[config.mk]
export PLATFORM = sky130hd
export DESIGN_NAME = gcr_global_config
export DESIGN_NICKNAME = d
export VERILOG_FILES = /design/src/core/gcr_pkg.sv /design/src/core/gcr_global_config.sv
export SDC_FILE = /design/constraint.sdc
export NUM_CORES = 1
export LEC_CHECK = 0
export BUFFER_PORTS_ARGS = -buffer_cell sky130_fd_sc_hd__buf_2
export CAP_MARGIN = 20
export CELL_PAD_IN_SITES_DETAIL_PLACEMENT = 0
export CELL_PAD_IN_SITES_GLOBAL_PLACEMENT = 1
export CORE_MARGIN = 5
export CORE_UTILIZATION = 45
export CTS_BUF_LIST = sky130_fd_sc_hd__clkbuf_8 sky130_fd_sc_hd__clkbuf_16
export DETAILED_ROUTE_END_ITERATION = 8
export GPL_ROUTABILITY_DRIVEN = 0
export PLACE_DENSITY_LB_ADDON = 0.1
export SYNTH_ARGS = -nofsm -noshare
export SYNTH_HDL_FRONTEND = slang
export SYNTH_SLANG_ARGS = --single-unit
[constraint.sdc]
create_clock -name clock_in -period 3.5 [get_ports clock_in]
set_input_delay 0 -clock clock_in [delete_from_list [all_inputs] [get_ports clock_in]]
set_output_delay 0 -clock clock_in [all_outputs]
set_load 0.005 [all_outputs]
[src/core/gcr_pkg.sv]
// What this block does
// - maintenance error reports pass only when enabled
// - eight-bit device domain, resets to zero
// - port-write priority from bits 14:13, reset zero
// - bit 15 selects small or wide IDs
// - target ID low byte, high byte wide only
// - origin ID low byte, high byte wide only
// - same wide select governs origin high byte
// - assembly maker code and assembly code mirrored
// - assembly revision mirrored, upper half reserved
// - write-only key write resets the whole part
// - boot ROM address resets to pattern plus straps
// - bit 11 set skips image checksum verification
// - divisor converts system clocks to I2C timing
// - divisor above maximum is replaced by maximum
// - bit 25 picks 400 kHz or 100 kHz
package gcr_pkg;
   ////////////////////////////////////////////////////////////////////////////////
   // bus shape
   localparam int ADDR_W = 24;
   localparam int DATA_W = 32;
   localparam int BE_W = 4;
   ////////////////////////////////////////////////////////////////////////////////
   // register byte addresses
   localparam logic [ADDR_W-1:0] OFS_MAINT_GATE = 24'hF2001C;
   localparam logic [ADDR_W-1:0] OFS_DOMAIN = 24'hF20020;
   localparam logic [ADDR_W-1:0] OFS_PW_TARGET = 24'hF20024;
   localparam logic [ADDR_W-1:0] OFS_PW_ORIGIN = 24'hF20028;
   localparam logic [ADDR_W-1:0] OFS_ASSY_IDENT = 24'hF2002C;
   localparam logic [ADDR_W-1:0] OFS_ASSY_REV = 24'hF20030;
   localparam logic [ADDR_W-1:0] OFS_CHIP_RESET = 24'hF20040;
   localparam logic [ADDR_W-1:0] OFS_I2C_SETUP = 24'hF20050;
   ////////////////////////////////////////////////////////////////////////////////
   // writable bit masks, everything else is reserved
   localparam logic [DATA_W-1:0] MASK_MAINT_GATE = 32'h00000001;
   localparam logic [DATA_W-1:0] MASK_DOMAIN = 32'h000000FF;
   localparam logic [DATA_W-1:0] MASK_PW_TARGET = 32'hFFFFE000;
   localparam logic [DATA_W-1:0] MASK_PW_ORIGIN = 32'hFFFF0000;
   localparam logic [DATA_W-1:0] MASK_ASSY_IDENT = 32'hFFFFFFFF;
   localparam logic [DATA_W-1:0] MASK_ASSY_REV = 32'h0000FFFF;
   localparam logic [DATA_W-1:0] MASK_I2C_SETUP = 32'h027F0BFF;
   ////////////////////////////////////////////////////////////////////////////////
   // field positions
   localparam int POS_MAINT_GATE = 0;
   localparam int POS_PW_PORT_WRITE_URGENCY_LEVEL_LO = 13;
   localparam int POS_PW_PORT_WRITE_URGENCY_LEVEL_HI = 14;
   localparam int POS_WIDE_ID = 15;
   localparam int POS_ID_LOW_LO = 16;
   localparam int POS_ID_LOW_HI = 23;
   localparam int POS_ID_HIGH_LO = 24;
   localparam int POS_ID_HIGH_HI = 31;
   localparam int POS_ROM_ADDR_HI = 9;
   localparam int POS_SKIP_VERIFY = 11;
   localparam int POS_DIV_LO = 16;
   localparam int POS_DIV_HI = 22;
   localparam int POS_SPEED_SEL = 25;
   ////////////////////////////////////////////////////////////////////////////////
   // reset values and special figures
   localparam logic [DATA_W-1:0] RST_ZERO = 32'h00000000;
   localparam logic [9:0] RST_ROM_ADDR = 10'h050;
   localparam int STRAP_W = 3;
   localparam logic [6:0] DIV_MAX = 7'h62;
   localparam logic [6:0] DIV_MIN = 7'h31;
   localparam logic [DATA_W-1:0] CHIP_RESET_KEY = 32'h00030097;
   localparam logic [1:0] STRAP_SETTLE = 2'h2;
   ////////////////////////////////////////////////////////////////////////////////
   // carriers
   typedef struct packed {
      logic [1:0] urgency;
      logic wide_id;
      logic [15:0] destination;
      logic [15:0] origin;
   } gcr_pw_s;

   typedef struct packed {
      logic [15:0] maker_code;
      logic [15:0] assembly_code;
      logic [15:0] revision;
   } gcr_assy_s;

   typedef struct packed {
      logic [9:0] rom_address;
      logic skip_verify;
      logic [6:0] ratio;
      logic slow_speed;
   } gcr_i2c_s;

   typedef enum logic [0:0] {
      BUS_IDLE = 1'b0,
      BUS_ANSWER = 1'b1
   } gcr_bus_e;
endpackage : gcr_pkg

[src/core/gcr_global_config.sv]
// The Avalon-MM interface to the registers is this design's own decision.
`timescale 1ns/1ns
module gcr_global_config
   import gcr_pkg::*;
(
   // clock and reset
   input wire logic clock_in,
   input wire logic reset_n_in,
   // avalon-mm slave
   input wire logic [ADDR_W-1:0] avs_address_in,
   input wire logic avs_read_in,
   input wire logic avs_write_in,
   input wire logic [DATA_W-1:0] avs_writedata_in,
   input wire logic [BE_W-1:0] avs_byteenable_in,
   output logic [DATA_W-1:0] avs_readdata_out,
   output logic avs_waitrequest_out,
   // address straps, static pins
   input wire logic [STRAP_W-1:0] addr_strap_in,
   // maintenance module error events
   input wire logic maint_error_in,
   output logic maint_error_report_out,
   // configuration toward the rest of the part
   output logic [7:0] device_domain_out,
   output gcr_pw_s port_write_out,
   output gcr_assy_s assembly_out,
   output gcr_i2c_s i2c_setup_out,
   output logic i2c_time_tick_out,
   output logic chip_reset_out
);
   ////////////////////////////////////////////////////////////////////////////////
   // storage
   logic [DATA_W-1:0] maint_error_report_gate_q;
   logic [DATA_W-1:0] device_domain_q;
   logic [DATA_W-1:0] port_write_target_info_q;
   logic [DATA_W-1:0] port_write_origin_q;
   logic [DATA_W-1:0] assembly_identity_source_q;
   logic [DATA_W-1:0] assembly_revision_source_q;
   logic [DATA_W-1:0] i2c_master_setup_q;

   // bus answer
   gcr_bus_e bus_state_q;
   logic [DATA_W-1:0] readdata_q;
   logic waitrequest_q;

   // strap capture, loaded once after reset
   logic [STRAP_W-1:0] strap_meta_q;
   logic [STRAP_W-1:0] strap_sync_q;
   logic [1:0] strap_count_q;
   logic strap_done_q;
   logic rom_addr_written_q;

   // time base and pulses
   logic [6:0] ratio_count_q;
   logic tick_q;
   logic chip_reset_q;
   logic maint_report_q;

   // output images
   logic [7:0] domain_out_q;
   gcr_pw_s pw_q;
   gcr_assy_s assy_q;
   gcr_i2c_s i2c_q;

   ////////////////////////////////////////////////////////////////////////////////
   // bus decode
   logic request;
   logic commit;
   logic wr_commit;
   logic [DATA_W-1:0] be_mask;
   logic [DATA_W-1:0] read_mux;
   logic [6:0] ratio_used;
   logic strap_load;

   assign request = avs_read_in | avs_write_in;
   // the access completes at the edge where waitrequest is seen low
   assign commit = request && (bus_state_q == BUS_ANSWER);
   assign wr_commit = commit && avs_write_in;

   always_comb begin
      for (int i = 0; i < BE_W; i++) begin
         be_mask[i*8 +: 8] = {8{avs_byteenable_in[i]}};
      end
   end

   function automatic logic [DATA_W-1:0] merge(
      input logic [DATA_W-1:0] old_value,
      input logic [DATA_W-1:0] new_value,
      input logic [DATA_W-1:0] lane_mask,
      input logic [DATA_W-1:0] field_mask
   );
      logic [DATA_W-1:0] take;
      take = lane_mask & field_mask;
      merge = (old_value & ~take) | (new_value & take);
   endfunction : merge

   always_comb begin
      read_mux = RST_ZERO;
      unique case (avs_address_in)
         OFS_MAINT_GATE: read_mux = maint_error_report_gate_q;
         OFS_DOMAIN: read_mux = device_domain_q;
         OFS_PW_TARGET: read_mux = port_write_target_info_q;
         OFS_PW_ORIGIN: read_mux = port_write_origin_q;
         OFS_ASSY_IDENT: read_mux = assembly_identity_source_q;
         OFS_ASSY_REV: read_mux = assembly_revision_source_q;
         // write-only key register reads as zero
         OFS_CHIP_RESET: read_mux = RST_ZERO;
         OFS_I2C_SETUP: read_mux = i2c_master_setup_q;
         default: read_mux = RST_ZERO;
      endcase
   end

   ////////////////////////////////////////////////////////////////////////////////
   // avalon handshake: one wait cycle, then answer
   always_ff @(posedge clock_in or negedge reset_n_in) begin
      if (!reset_n_in) begin
         bus_state_q <= BUS_IDLE;
         waitrequest_q <= 1'b1;
         readdata_q <= RST_ZERO;
      end else begin
         unique case (bus_state_q)
            BUS_IDLE: begin
               if (request) begin
                  bus_state_q <= BUS_ANSWER;
                  waitrequest_q <= 1'b0;
                  readdata_q <= avs_read_in ? read_mux : RST_ZERO;
               end
            end
            BUS_ANSWER: begin
               bus_state_q <= BUS_IDLE;
               waitrequest_q <= 1'b1;
            end
         endcase
      end
   end

   ////////////////////////////////////////////////////////////////////////////////
   // plain configuration registers
   always_ff @(posedge clock_in or negedge reset_n_in) begin
      if (!reset_n_in) begin
         maint_error_report_gate_q <= RST_ZERO;
      end else if (wr_commit && avs_address_in == OFS_MAINT_GATE) begin
         maint_error_report_gate_q <= merge(maint_error_report_gate_q, avs_writedata_in,
                                            be_mask, MASK_MAINT_GATE);
      end
   end

   always_ff @(posedge clock_in or negedge reset_n_in) begin
      if (!reset_n_in) begin
         device_domain_q <= RST_ZERO;
      end else if (wr_commit && avs_address_in == OFS_DOMAIN) begin
         device_domain_q <= merge(device_domain_q, avs_writedata_in, be_mask,
                                  MASK_DOMAIN);
      end
   end

   always_ff @(posedge clock_in or negedge reset_n_in) begin
      if (!reset_n_in) begin
         port_write_target_info_q <= RST_ZERO;
      end else if (wr_commit && avs_address_in == OFS_PW_TARGET) begin
         port_write_target_info_q <= merge(port_write_target_info_q, avs_writedata_in,
                                           be_mask, MASK_PW_TARGET);
      end
   end

   always_ff @(posedge clock_in or negedge reset_n_in) begin
      if (!reset_n_in) begin
         port_write_origin_q <= RST_ZERO;
      end else if (wr_commit && avs_address_in == OFS_PW_ORIGIN) begin
         port_write_origin_q <= merge(port_write_origin_q, avs_writedata_in,
                                      be_mask, MASK_PW_ORIGIN);
      end
   end

   always_ff @(posedge clock_in or negedge reset_n_in) begin
      if (!reset_n_in) begin
         assembly_identity_source_q <= RST_ZERO;
      end else if (wr_commit && avs_address_in == OFS_ASSY_IDENT) begin
         assembly_identity_source_q <= merge(assembly_identity_source_q, avs_writedata_in,
                                             be_mask, MASK_ASSY_IDENT);
      end
   end

   always_ff @(posedge clock_in or negedge reset_n_in) begin
      if (!reset_n_in) begin
         assembly_revision_source_q <= RST_ZERO;
      end else if (wr_commit && avs_address_in == OFS_ASSY_REV) begin
         assembly_revision_source_q <= merge(assembly_revision_source_q, avs_writedata_in,
                                             be_mask, MASK_ASSY_REV);
      end
   end

   ////////////////////////////////////////////////////////////////////////////////
   // strap capture: pins are synchronised, then loaded once after release
   always_ff @(posedge clock_in or negedge reset_n_in) begin
      if (!reset_n_in) begin
         strap_meta_q <= '0;
         strap_sync_q <= '0;
      end else begin
         strap_meta_q <= addr_strap_in;
         strap_sync_q <= strap_meta_q;
      end
   end

   always_ff @(posedge clock_in or negedge reset_n_in) begin
      if (!reset_n_in) begin
         strap_count_q <= '0;
         strap_done_q <= 1'b0;
      end else if (!strap_done_q) begin
         if (strap_count_q == STRAP_SETTLE) begin
            strap_done_q <= 1'b1;
         end else begin
            strap_count_q <= strap_count_q + 2'h1;
         end
      end
   end

   // the single edge at which the synchronised straps enter the address field
   assign strap_load = strap_count_q == STRAP_SETTLE && !strap_done_q && !rom_addr_written_q;

   // a software write before the straps settle wins over the strap load
   always_ff @(posedge clock_in or negedge reset_n_in) begin
      if (!reset_n_in) begin
         rom_addr_written_q <= 1'b0;
      end else if (wr_commit && avs_address_in == OFS_I2C_SETUP &&
                   (avs_byteenable_in[0] | avs_byteenable_in[1])) begin
         rom_addr_written_q <= 1'b1;
      end
   end

   always_ff @(posedge clock_in or negedge reset_n_in) begin
      if (!reset_n_in) begin
         i2c_master_setup_q <= RST_ZERO;
         i2c_master_setup_q[POS_ROM_ADDR_HI:0] <= RST_ROM_ADDR;
         i2c_master_setup_q[POS_DIV_HI:POS_DIV_LO] <= DIV_MAX;
      end else if (wr_commit && avs_address_in == OFS_I2C_SETUP) begin
         i2c_master_setup_q <= merge(i2c_master_setup_q, avs_writedata_in,
                                     be_mask, MASK_I2C_SETUP);
         // an upper-lanes write on the load edge must not swallow the straps
         if (strap_load && !avs_byteenable_in[0] && !avs_byteenable_in[1]) begin
            i2c_master_setup_q[STRAP_W-1:0] <= strap_sync_q;
         end
      end else if (strap_load) begin
         i2c_master_setup_q[STRAP_W-1:0] <= strap_sync_q;
      end
   end

   ////////////////////////////////////////////////////////////////////////////////
   // keyed chip reset: exact full-word key only, all lanes enabled
   always_ff @(posedge clock_in or negedge reset_n_in) begin
      if (!reset_n_in) begin
         chip_reset_q <= 1'b0;
      end else begin
         chip_reset_q <= wr_commit && avs_address_in == OFS_CHIP_RESET &&
                         (&avs_byteenable_in) &&
                         avs_writedata_in == CHIP_RESET_KEY;
      end
   end

   ////////////////////////////////////////////////////////////////////////////////
   // effective divisor: programmed value above the maximum is clamped
   always_comb begin
      ratio_used = i2c_master_setup_q[POS_DIV_HI:POS_DIV_LO];
      if (ratio_used > DIV_MAX) begin
         ratio_used = DIV_MAX;
      end
   end

   // time base tick every ratio_used clocks; values below the minimum are not
   // guarded, software keeps to it
   always_ff @(posedge clock_in or negedge reset_n_in) begin
      if (!reset_n_in) begin
         ratio_count_q <= '0;
         tick_q <= 1'b0;
      end else if (ratio_count_q + 7'h01 >= ratio_used) begin
         ratio_count_q <= '0;
         tick_q <= 1'b1;
      end else begin
         ratio_count_q <= ratio_count_q + 7'h01;
         tick_q <= 1'b0;
      end
   end

   ////////////////////////////////////////////////////////////////////////////////
   // error gate
   always_ff @(posedge clock_in or negedge reset_n_in) begin
      if (!reset_n_in) begin
         maint_report_q <= 1'b0;
      end else begin
         maint_report_q <= maint_error_in &
                           maint_error_report_gate_q[POS_MAINT_GATE];
      end
   end

   ////////////////////////////////////////////////////////////////////////////////
   // registered configuration outputs, one cycle behind the registers
   always_ff @(posedge clock_in or negedge reset_n_in) begin
      if (!reset_n_in) begin
         domain_out_q <= '0;
      end else begin
         domain_out_q <= device_domain_q[7:0];
      end
   end

   always_ff @(posedge clock_in or negedge reset_n_in) begin
      if (!reset_n_in) begin
         pw_q <= '0;
      end else begin
         pw_q.urgency <= port_write_target_info_q[POS_PW_PORT_WRITE_URGENCY_LEVEL_HI:POS_PW_PORT_WRITE_URGENCY_LEVEL_LO];
         pw_q.wide_id <= port_write_target_info_q[POS_WIDE_ID];
         pw_q.destination[7:0] <=
            port_write_target_info_q[POS_ID_LOW_HI:POS_ID_LOW_LO];
         // high bytes are forced to zero in small transport
         pw_q.destination[15:8] <= port_write_target_info_q[POS_WIDE_ID] ?
            port_write_target_info_q[POS_ID_HIGH_HI:POS_ID_HIGH_LO] : 8'h00;
         pw_q.origin[7:0] <= port_write_origin_q[POS_ID_LOW_HI:POS_ID_LOW_LO];
         pw_q.origin[15:8] <= port_write_target_info_q[POS_WIDE_ID] ?
            port_write_origin_q[POS_ID_HIGH_HI:POS_ID_HIGH_LO] : 8'h00;
      end
   end

   always_ff @(posedge clock_in or negedge reset_n_in) begin
      if (!reset_n_in) begin
         assy_q <= '0;
      end else begin
         assy_q.maker_code <= assembly_identity_source_q[15:0];
         assy_q.assembly_code <= assembly_identity_source_q[31:16];
         assy_q.revision <= assembly_revision_source_q[15:0];
      end
   end

   always_ff @(posedge clock_in or negedge reset_n_in) begin
      if (!reset_n_in) begin
         i2c_q.rom_address <= RST_ROM_ADDR;
         i2c_q.skip_verify <= 1'b0;
         i2c_q.ratio <= DIV_MAX;
         i2c_q.slow_speed <= 1'b0;
      end else begin
         i2c_q.rom_address <= i2c_master_setup_q[POS_ROM_ADDR_HI:0];
         i2c_q.skip_verify <= i2c_master_setup_q[POS_SKIP_VERIFY];
         i2c_q.ratio <= ratio_used;
         i2c_q.slow_speed <= i2c_master_setup_q[POS_SPEED_SEL];
      end
   end

   ////////////////////////////////////////////////////////////////////////////////
   // outputs
   assign avs_readdata_out = readdata_q;
   assign avs_waitrequest_out = waitrequest_q;
   assign maint_error_report_out = maint_report_q;
   assign device_domain_out = domain_out_q;
   assign port_write_out = pw_q;
   assign assembly_out = assy_q;
   assign i2c_setup_out = i2c_q;
   assign i2c_time_tick_out = tick_q;
   assign chip_reset_out = chip_reset_q;
endmodule : gcr_global_config

==> results_dict.tcl <==
set metrics [dict create \
    post-cts-setup-buffers 0 \
    finalCritPeriodShare_pct 75.2 \
    synth_top_area_share_pct 63.0 \
    reg2reg_to "ratio_count_q[2]$_DFF_PN0_" \
    syn_avg_cell_area_um2 14.5 \
    cts_buffer_depth 3 \
    crit_fanout 23 \
    synth_nets 799 \
    ios 214 \
    slew_headroom_pct 29.6 \
    hold_violations 0 \
    antenna_found_initial 4 \
    cts.sinks 275 \
    async_flop_share_pct 100 \
    clock-skew-final_ns 0.00953 \
    setup_viol 0 \
    synth_seq_cells 275 \
    start_kind "input pin" \
    setup_tns_ns 0 \
    grt_pass1_wl_mm 43.8 \
    vias_per_cell 5.31 \
    cp.depth 9 \
    clk_pin_slew_ns 0.06 \
    min_from "avs_address_in[6]" \
    syn_inst 722 \
    port_buffers 213 \
    drt.antenna.violating_nets 0 \
    drv_slew 0 \
    grtUsageTotal_pct 21.0 \
    pre_cts_slack_ns 0.979 \
    ys_seq_area_share_pct 65.8 \
    synth_commonest_cells "dfrtp_1, mux2_2, nand2_1, o21ai_0, and2_1" \
    rsz0062_at_grt "false" \
    placed_cells 1237 \
    status "finished clean" \
    fin_crit_ns 2.63 \
    final_area_mm2 0.0134 \
    synthMostInstantiatedCell "dfrtp_1" \
    synthFlopType "dfrtp_1" \
    drc 0 \
    wl_per_cell_um 20.7 \
    fp.dieH_um 163 \
    use_met3_pct 4.96 \
    r2r_slack_ns 1.12 \
    required_ns 3.93 \
    hold_end "rom_addr_written_q$_DFFE_PN0P_" \
    cp_top_family "buffers and inverters" \
    tritoncts "built" \
    cts_resized 0 \
    tightestPinTransition_ns 1.05 \
    clock_latency_ns 0.53 \
    numCtsBuffers 28 \
    ir_drop_uv 326 \
    row_count 55 \
    synth_edf_count 0 \
    post_cts_hold_buffer_count 44 \
    crit_chain "dlygate4sd3_1, buf_2, nor4_4, dlygate4sd3_1, nand2_2, nor4_1, o21ai_2, buf_4, o21ai_0" \
    num_vias 7099 \
    firstDrtPassIters 7 \
    final_cells 1336 \
    fmax_mhz 380 \
    grt_max_degree 121 \
    synthTopCellsByArea "dfrtp_1, mux2_2, dfstp_2" \
    die-width_um 163 \
    worstSetupEndpointType "flop" \
    total_power_mw 6.49 \
    hpwl_mm 19.5 \
    grt.busiest_layer "met2" \
    syn_area_mm2 0.0105 \
    ys_types 63 \
    gr-usage-met2_pct 34.6 \
    die-area_mm2 0.0264 \
    placed_cell_area_mm2 0.0120 \
    grtUsageMet1_pct 28.2 \
    start_util_pct 46.0 \
    clock-root-buffer "clkbuf_16" \
    fin_ws_ns 0.868 \
    final_nets 1075 \
    power_density_mw_per_mm2 484 \
    maxCapViolCount 0 \
    crit_path_max_incr_delay_ns 0.68 \
    drt-total-wl_mm 27.7 \
    leakage_nw 6.92 \
    cp_common_cell "dlygate4sd3_1" \
    path_buf_inv 4 \
    synthToLayoutAreaGrowth_pct 27.9 \
    path_class "input pin to flop" \
    core_area_mm2 0.0228 \
    hold_path.class "input pin to flop" \
    hold-path-cell-count 4 \
    synth_area_leader_cell "dfrtp_1" \
    htreeDepth 1 \
    rr_worst_depth 9 \
    critPathArrivalTime_ns 3.06 \
    drt-initial-drc-count 426 \
    drive_gt1_share_pct 42.6 \
    cp_slowest_cell "dlygate4sd3_1" \
    grt-ovfl-total 0 \
    first_global_vias 7685 \
    yosysWarningCount 0 \
]
## routing by layer
metal	wire length, um	up-vias
li1	-	3198
met1	11800	3589
met2	13200	254
met3	1960	52
met4	664	6
met5	28	-
## worst max-delay path by stage
stage | startpoint | endpoint | slack, ns
3_5_place_dp | avs_address_in[2] | flop | 0.98
5_1_grt | avs_address_in[8] | avs_readdata_out[20]$_DFFE_PN0P_ | 0.69
6_report | avs_address_in[8] | avs_readdata_out[20]$_DFFE_PN0P_ | 0.87
3_3_place_gp | avs_address_in[2] | flop | 1.06
2_1_floorplan | flop | ratio_count_q[0]$_DFF_PN0_ | 1.38
4_1_cts | avs_address_in[8] | avs_readdata_out[20]$_DFFE_PN0P_ | 0.89
## layout by cell type (no fill, tap or decap), drive strengths merged, types with 2 or more instances in the layout
cell	count
o21ai	35
xnor2	3
ha	9
nor3b	3
clkinv	4
nand3	12
nor2b	5
clkbuf	38
nand4b	2
xor2	3
or2	3
or3	2
nor3	11
and2	19
mux2	120
nor2	21
a22oi	16
a222oi	17
nor4bb	2
inv	20
dlygate4sd3	44
nor4	12
a21o	4
dfrtp	264
a2bb2oi	8
or4	2
a21oi	4
bufinv	2
a221oi	2
nor4b	4
a211oi	9
clkinvlp	4
nand2	47
a31oi	2
buf	224
nand4	12
dfstp	11
diode	3
a22o	7
and3	2
## report_power, final
part | switching (mW) | internal, mW
Clock | 1.19 | 1.84
Combinational | 0.168 | 0.0881
Sequential | 0.00952 | 3.19
Total | 1.37 | 5.12
## cells by family (layout without fill, tap and decap cells)
group,count (synthesis),after routing,share of synthesized area [%]
compound gates,109,109,7.49
xor+xnor,6,6,0.502
fa+ha+maj,9,9,1.07
buf+inv,38,336,1.53
flops,275,275,65.8
mux,120,120,12.9
other cells,0,3,0
simple gates,165,165,10.7
## through the flow
| stage | util [%] | hold slack, ns |
|---|---|---|
| after floorplan | - | -0.296 |
| after global placement | 52.6 | 0.112 |
| after detailed placement | 52.6 | 0.109 |
| after CTS | 58.8 | 0.0274 |
| after global routing | 58.8 | 0.0540 |
| final | 58.8 | 0.0525 |
## worst min-delay path, delay by kind of cell
| family | cells | cell delay (ns) |
|---|---|---|
| buffers and inverters | 1 | 0.15 |
| and+or+nand+nor | 2 | 0.23 |
| AOI/OAI and AO/OA | 1 | 0.16 |
## cell type report
cell class | count | area (um^2)
tap | 313 | 392
inverter | 16 | 60.1
multi-input combinational | 409 | 3450
antenna | 3 | 7.51
sequential | 275 | 6900
clock inverter | 14 | 125
clock buffer | 38 | 850
fill | 1853 | 9380
timing repair buffer | 268 | 1620
(Power assumes the default switching activity.)
